--- config.mk ---
export PLATFORM = sky130hd
export DESIGN_NAME = preset_speed_reference_selector
export DESIGN_NICKNAME = d
export VERILOG_FILES = /design/src/rtl/preset_ref_pkg.sv /design/src/rtl/preset_speed_reference_selector.sv /design/src/rtl/preset_store.sv
export VERILOG_INCLUDE_DIRS = /design/src /design/src/rtl
export SDC_FILE = /design/constraint.sdc
export NUM_CORES = 2
export LEC_CHECK = 0
export ABC_CLOCK_PERIOD_IN_PS = 45800
export BUFFER_PORTS_ARGS = -buffer_cell sky130_fd_sc_hd__clkbuf_2
export CAP_MARGIN = 30
export CORE_ASPECT_RATIO = 1.2
export CORE_MARGIN = 2
export CORE_UTILIZATION = 45
export CTS_CLUSTER_DIAMETER = 40
export CTS_CLUSTER_SIZE = 25
export DETAILED_ROUTE_END_ITERATION = 16
export RECOVER_POWER = 100
export SLEW_MARGIN = 30
export SYNTH_ARGS = -nofsm -noshare
export SYNTH_HDL_FRONTEND = slang
export SYNTH_SLANG_ARGS = --single-unit
export TNS_END_PERCENT = 5
--- constraint.sdc ---
create_clock -name clk -period 45.8 [get_ports clk]
set_input_delay 4.58 -clock clk [delete_from_list [all_inputs] [get_ports clk]]
set_output_delay 4.58 -clock clk [all_outputs]
set_load 0.01 [all_outputs]
--- src/rtl/preset_ref_consts.svh ---
// constants of the preset speed reference selector
`ifndef PRESET_REF_CONSTS_SVH
`define PRESET_REF_CONSTS_SVH
`define PRESET_REF_WIDTH 16
`define PRESET_COUNT 16
`define PRESET_MAX_VALUE 16'h9C40
`define PRESET_DEFAULT 16'h0000
`define JOG_DEFAULT 16'h0258
`define SRC_PANEL 2'h0
`define SRC_FIRST_ANALOG 2'h1
`define SECOND_ANALOG_AUX 5'h02
`define ADDR_WIDTH 8
`define OFS_PRESET_BASE 8'h00
`define OFS_JOG 8'h10
`define OFS_SOURCE 8'h11
`define OFS_SECOND_FUNC 8'h12
`define OFS_MAX_OUTPUT 8'h13
`define OFS_UPPER_LIMIT 8'h14
`define OFS_STATUS 8'h15
`define OFS_ACTIVE_REF 8'h16
`define MAX_OUTPUT_DEFAULT 16'h1770
`define UPPER_LIMIT_DEFAULT 16'h03E8
`define UPPER_LIMIT_FULL 16'h03E8
`endif

--- src/rtl/preset_ref_pkg.sv ---
// types of the preset speed reference selector
package preset_ref_pkg;
    typedef enum logic [1:0] {
        sel_idle,
        sel_preset,
        sel_jog
    } sel_mode_t;
endpackage

--- src/rtl/preset_speed_reference_selector.sv ---
// preset speed reference selector: presets, jog and analog substitution
// Contract
// - seventeen references are held, sixteen numbered presets and one jog reference, each selectable.
// - the selection may change while running and the downstream ramp uses the active accel or decel time.
// - the jog input alone picks the jog reference and then overrides every numbered preset.
// - numbered presets range from 0.00 to 400.00 Hz and reset to 0.00 Hz.
// - jog resets to 6.00 Hz and is capped by the lower of max output frequency and the upper limit.
// - reference source 1 makes preset 1 follow the first analog input, source 0 the stored value.
// - second analog function 2 makes preset 2 follow the second analog input, else the stored value.
// - with jog off the chosen preset is 1 + s1 + 2*s2 + 4*s3 + 8*s4, all off giving preset 1.
//
// The register addresses and strobed register access were decided locally.
`timescale 1ns/10ps
`default_nettype none
`include "preset_ref_consts.svh"
module preset_speed_reference_selector
    import preset_ref_pkg::*;
#(
    parameter int WIDTH = `PRESET_REF_WIDTH,
    parameter int COUNT = `PRESET_COUNT
) (
    // clock and reset
    input wire logic clk,
    input wire logic nrst,
    // select inputs from switches or controller
    input wire logic [3:0] step_sel,
    input wire logic jog_sel,
    // analog inputs, same scale as references (0.01 Hz per lsb)
    input wire logic [WIDTH-1:0] first_analog_input,
    input wire logic [WIDTH-1:0] second_analog_input,
    // register port
    input wire logic [`ADDR_WIDTH-1:0] reg_addr,
    input wire logic [15:0] reg_wdata,
    input wire logic reg_wr,
    input wire logic reg_rd,
    output logic [15:0] reg_rdata,
    // active reference
    output logic [WIDTH-1:0] active_ref,
    output logic [4:0] active_index,
    output logic jog_active
);
    // the address and step decoders are written for exactly sixteen 16-bit presets
    if (WIDTH != 16 || COUNT != 16) begin : g_bad_size
        $error("preset selector supports only 16 presets of 16 bits");
    end

    logic [WIDTH-1:0] preset_val [COUNT];
    logic [WIDTH-1:0] jog_val;
    logic [1:0] ref_src_q;
    logic [4:0] second_func_q;
    logic [15:0] max_out_q;
    logic [15:0] upper_lim_q;
    logic [WIDTH-1:0] ref_q;
    logic [WIDTH-1:0] ref_d;
    logic [4:0] index_q;
    logic [4:0] index_d;
    sel_mode_t mode_q;
    sel_mode_t mode_d;
    logic [15:0] rdata_q;
    logic [15:0] rdata_d;

    wire wr_preset = reg_wr && (reg_addr < `OFS_JOG);
    wire wr_jog = reg_wr && (reg_addr == `OFS_JOG);
    wire wr_src = reg_wr && (reg_addr == `OFS_SOURCE);
    wire wr_func = reg_wr && (reg_addr == `OFS_SECOND_FUNC);
    wire wr_max = reg_wr && (reg_addr == `OFS_MAX_OUTPUT);
    wire wr_lim = reg_wr && (reg_addr == `OFS_UPPER_LIMIT);

    // jog ceiling: upper limit is in 0.1 percent of max output frequency
    wire [31:0] lim_prod = 32'(max_out_q) * 32'(upper_lim_q);
    wire [15:0] lim_scaled = 16'(lim_prod / 32'd1000);
    wire [15:0] jog_cap_raw = (lim_scaled < max_out_q) ? lim_scaled : max_out_q;
    wire [15:0] jog_cap = (jog_cap_raw > `PRESET_MAX_VALUE) ? `PRESET_MAX_VALUE : jog_cap_raw;

    genvar gi;
    generate
        for (gi = 0; gi < COUNT; gi++) begin : g_preset
            wire wr_this = wr_preset && (reg_addr[3:0] == 4'(gi));
            preset_store #(
                .WIDTH(WIDTH),
                .RESET_VALUE(`PRESET_DEFAULT)
            ) u_store (
                .clk(clk),
                .nrst(nrst),
                .wr_en(wr_this),
                .wr_data(reg_wdata),
                .max_value(`PRESET_MAX_VALUE),
                .value(preset_val[gi])
            );
        end
    endgenerate

    preset_store #(
        .WIDTH(WIDTH),
        .RESET_VALUE(`JOG_DEFAULT)
    ) u_jog (
        .clk(clk),
        .nrst(nrst),
        .wr_en(wr_jog),
        .wr_data(reg_wdata),
        .max_value(jog_cap),
        .value(jog_val)
    );

    always_ff @(posedge clk) begin
        if (!nrst) begin
            ref_src_q <= `SRC_PANEL;
            second_func_q <= 5'h00;
            max_out_q <= `MAX_OUTPUT_DEFAULT;
            upper_lim_q <= `UPPER_LIMIT_DEFAULT;
        end else begin
            if (wr_src) ref_src_q <= reg_wdata[1:0];
            if (wr_func) second_func_q <= reg_wdata[4:0];
            if (wr_max) max_out_q <= reg_wdata;
            if (wr_lim) upper_lim_q <= reg_wdata;
        end
    end

    // analog substitution for presets 1 and 2
    wire use_first_analog = (ref_src_q == `SRC_FIRST_ANALOG);
    wire use_second_analog = (second_func_q == `SECOND_ANALOG_AUX);
    wire [WIDTH-1:0] preset1 = use_first_analog ? first_analog_input : preset_val[0];
    wire [WIDTH-1:0] preset2 = use_second_analog ? second_analog_input : preset_val[1];

    // binary weighted step select, zero-based index equals s1+2s2+4s3+8s4
    wire [3:0] step_idx = step_sel;
    wire [WIDTH-1:0] step_val = (step_idx == 4'h0) ? preset1 :
                                (step_idx == 4'h1) ? preset2 : preset_val[step_idx];
    // jog beats every step pattern; a stored jog may exceed a later lowered cap, so clamp here too
    wire [WIDTH-1:0] jog_eff = (jog_val > jog_cap) ? jog_cap : jog_val;

    always_comb begin
        mode_d = sel_preset;
        ref_d = step_val;
        index_d = {1'b0, step_idx} + 5'h01;
        case (jog_sel)
            1'b1: begin
                mode_d = sel_jog;
                ref_d = jog_eff;
                index_d = 5'h11;
            end
            default: begin
                mode_d = sel_preset;
            end
        endcase
    end

    // selection is registered only; ramping happens downstream at the active accel/decel time
    always_ff @(posedge clk) begin
        if (!nrst) begin
            ref_q <= `PRESET_DEFAULT;
            index_q <= 5'h01;
            mode_q <= sel_idle;
        end else begin
            ref_q <= ref_d;
            index_q <= index_d;
            mode_q <= mode_d;
        end
    end

    // register read
    wire rd_preset = reg_addr < `OFS_JOG;
    always_comb begin
        rdata_d = 16'h0000;
        if (rd_preset) begin
            rdata_d = preset_val[reg_addr[3:0]];
        end else begin
            case (reg_addr)
                `OFS_JOG: rdata_d = jog_val;
                `OFS_SOURCE: rdata_d = {14'h0000, ref_src_q};
                `OFS_SECOND_FUNC: rdata_d = {11'h000, second_func_q};
                `OFS_MAX_OUTPUT: rdata_d = max_out_q;
                `OFS_UPPER_LIMIT: rdata_d = upper_lim_q;
                `OFS_STATUS: rdata_d = {10'h000, (mode_q == sel_jog), index_q};
                `OFS_ACTIVE_REF: rdata_d = ref_q;
                default: rdata_d = 16'h0000;
            endcase
        end
    end

    always_ff @(posedge clk) begin
        if (!nrst) begin
            rdata_q <= 16'h0000;
        end else begin
            rdata_q <= reg_rd ? rdata_d : 16'h0000;
        end
    end

    assign reg_rdata = rdata_q;
    assign active_ref = ref_q;
    assign active_index = index_q;
    assign jog_active = (mode_q == sel_jog);
endmodule // preset_speed_reference_selector
`default_nettype wire

--- src/rtl/preset_store.sv ---
// one stored preset reference with its range clamp
`timescale 1ns/10ps
`default_nettype none
`include "preset_ref_consts.svh"
module preset_store #(
    parameter int WIDTH = 16,
    parameter logic [15:0] RESET_VALUE = 16'h0000
) (
    // clock and reset
    input wire logic clk,
    input wire logic nrst,
    // write side
    input wire logic wr_en,
    input wire logic [WIDTH-1:0] wr_data,
    input wire logic [WIDTH-1:0] max_value,
    // stored value
    output logic [WIDTH-1:0] value
);
    logic [WIDTH-1:0] value_q;
    logic [WIDTH-1:0] value_d;
    // out of range writes saturate so a bad write cannot overspeed
    assign value_d = (wr_data > max_value) ? max_value : wr_data;
    always_ff @(posedge clk) begin
        if (!nrst) begin
            value_q <= RESET_VALUE[WIDTH-1:0];
        end else if (wr_en) begin
            value_q <= value_d;
        end
    end
    assign value = value_q;
endmodule // preset_store
`default_nettype wire

==> impl_metrics.py <==
metrics = {
    "grt": {
        "grt_max_degree": 251,
        "grt_use_total": 0.2960,
        "antenna_found_initial": 1,
        "grt_remaining_overflow": 0,
        "grt_pass1_wl_mm": 184.3,
        "grt_pass1_vias": 30772,
    },
    "timing": {
        "whs_ns": 0.4761,
        "fin_skew_ns": 0.02241,
        "hold_viol_final": 0,
        "setup_tns_ns": 0,
        "rsz0062_at_grt": "no",
        "period_share": 0.7442,
        "period_minus_slack_ns": 34.09,
        "max_freq_mhz": 29.34,
        "slew_headroom": -2.451,
        "tightest_slew_ns": 5.176,
        "drv_slew": 458,
        "setup_viol": 0,
    },
    "setup_path": {
        "cpMostUsedCell": "a21oi_1",
        "cp-startpoint": "max_out_q[10]",
        "max_stage_delay_ns": 1.90,
        "slowest_stage": "a21oi_1",
        "crit_buf_inv": 9,
        "crit_path_end_kind": "flop",
        "crit_path_start_kind": "flop",
        "path_class": "flop to flop",
        "reg2regPathDepth": 94,
        "critical_path.top_delay_family": "compound AO/OA/AOI/OAI gates",
        "rrSetupSlack_ns": 11.71,
        "critPathMaxFanout": 35,
        "worst-path-stages": 94,
        "r2r-start": "max_out_q[10]",
        "cp.required_ns": 46.19,
        "crit_arrival_ns": 34.48,
    },
    "floorplan": {
        "die_y_um": 309.6,
        "die-area_mm2": 0.08010,
        "rows": 112,
        "initial_utilization": 0.4520,
        "ios": 103,
        "core_area_mm2": 0.07749,
        "die_w_um": 258.7,
    },
    "job": {
        "cap_viol_max_count": 7,
    },
    "min_path": {
        "worstHoldStart": "g_preset[2].u_store.value[15]",
        "hold_class": "flop to flop",
        "hold_depth": 2,
    },
    "detailed_routing": {
        "vias": 31514,
        "drc_errors": 0,
        "postRouteAntennaNets": 0,
        "viasPerCell": 6.166,
        "wl_per_cell_um": 23.57,
        "drt_iter0_drc": 2704,
        "dr.pass1.iters": 6,
        "wirelength_mm": 120.4,
    },
    "layout": {
        "synthToLayoutAreaGrowth_pct": 6.129,
        "drive_above_1_share": 0.1060,
        "final_cell_mix": "828 x nand2_1, 349 x dfxtp_1, 249 x inv_1",
        "final_common_cell": "nand2_1",
        "layout.nets": 4471,
    },
    "placement": {
        "place_hpwl_mm": 87.08,
        "port_buffers": 102,
        "place.gp.congestion": 0.9434,
    },
    "logic_synthesis": {
        "syn_area_mm2": 0.03503,
        "synth_simple_gate_area_share": 0.2027,
        "synthFlopType": "dfxtp_1",
        "yosysWarnings": 0,
        "async_flop_share": 0,
        "ys_ff_latch": 350,
        "synth_top_family_by_area": "compound AO/OA/AOI/OAI gates",
        "synth_edf_count": 0,
        "synthAdderAreaFrac": 0.1676,
        "syn_inst": 4159,
        "synth.net_count": 4572,
        "synthXorXnorAreaFrac": 0.02314,
        "synth_compound_area_frac": 0.2201,
        "avgSynthCellArea_um2": 8.423,
        "synth.area.mux_share": 0.1253,
        "ys_types": 131,
        "synth-seq-area-share": 0.2000,
    },
    "clock_tree": {
        "cts_tree": "built",
        "clock_latency_ns": 0.55,
        "postCtsSetupRepairBufs": 0,
        "root_buffer": "clkbuf_16",
        "postCtsHoldBufs": 0,
        "cts.path.max_buffers": 3,
        "h-tree-depth": 2,
        "cts_buffers": 36,
        "cts_sinks": 350,
        "path_clk_slew_ns": 0.08,
        "ctsResizeCount": 0,
    },
    "outcome": {
        "status": "finished, violations left",
        "violations": "capacitance limit, slew limit",
    },
}
[registers in the layout (all words and copies together) (netlist names)]
signal,count
u_jog.value,16
max_out_q,16
upper_lim_q,16
reg_rdata,16
active_ref,16
ref_src_q,2
active_index,5
mode_q,2
g_preset.u_store.value,256
second_func_q,5
[layer usage]
metal | track usage | part of all wire | vias to the layer above
met2 | 0.5228 | 0.49 | 1233
li1 | - | - | 14539
met5 | 0 | 0 | -
met3 | 0.04363 | 0.070 | 308
met4 | 0.1262 | 0.048 | 0
met1 | 0.3587 | 0.39 | 15434
[path summary, 6_finish.rpt]
path,end
setup reg to reg,active_ref[11]
hold reg to reg,g_preset[2].u_store.value[15]
hold / removal,g_preset[2].u_store.value[15]
setup / recovery,active_ref[11]
[per-stage QoR]
step                      worst slack [ns]  instance area, µm²  instances    util
after floorplan                      21.81               35030       4159       -
after CTS                            17.58               37410       5109  0.4827
after global routing                 9.113               37180       5110  0.4797
final                                11.71               37180       5111  0.4798
after detailed placement             17.66               36180       5045  0.4669
after global placement               17.67               36170       5045  0.4668
[Yosys cell counts, drive strengths merged (8+ instances only)]
master   number  area share
a2111oi      13      0.0040
a211o        14      0.0035
a211oi       31      0.0073
a21boi      228       0.049
a21o         31      0.0067
a21oi       152       0.023
a221oi       16      0.0045
a22o         11      0.0028
a22oi        45      0.0098
a31o         11      0.0030
a31oi        41      0.0079
a41oi         8      0.0020
and2        175       0.031
and3         19      0.0034
buf          49      0.0070
clkbuf      249       0.027
dfxtp       350        0.20
fa          194        0.11
ha          154       0.055
inv         255       0.027
mux2         15      0.0050
mux2i        61       0.017
mux4        160        0.10
nand2       830       0.089
nand2b       32      0.0057
nand3        79       0.011
nand4        30      0.0055
nor2        194       0.021
nor2b        29      0.0052
nor3         63      0.0096
nor4         21      0.0039
o2111ai      12      0.0032
o211a        77       0.022
o211ai       45       0.011
o21a         17      0.0036
o21ai       122       0.019
o221ai        8      0.0020
o22ai        29      0.0054
o31ai        16      0.0034
o32ai         9      0.0025
or2          28      0.0051
or3          18      0.0032
or4          10      0.0024
xnor2        67       0.017
xor2         23      0.0060
[cell type report]
cell class | count | area (µm²)
flip-flops and latches | 350 | 7008
fillers | 7544 | 40320
diodes | 1 | 2.502
clock inverters | 21 | 252.7
inverters | 255 | 960.9
multi-input cells | 3256 | 25860
well taps | 1026 | 1284
clock buffers | 43 | 968.4
repair buffers | 159 | 842.1
[worst min-delay path, stage by stage (launching register included)]
cell and delay (ns):
dfxtp_1 0.31, nand2_1 0.05, a21boi_0 0.06
[cell families after synthesis]
family | Yosys count
buffers and inverters | 553
and+or+nand+nor | 1551
xor gates and xnor gates | 90
AOI/OAI and AO/OA | 1025
muxes | 236
adders and majority gates | 354
DFF | 350
Power is not shown: default switching activity piles up to over one toggle a cycle in this logic, so the estimate is an artifact.
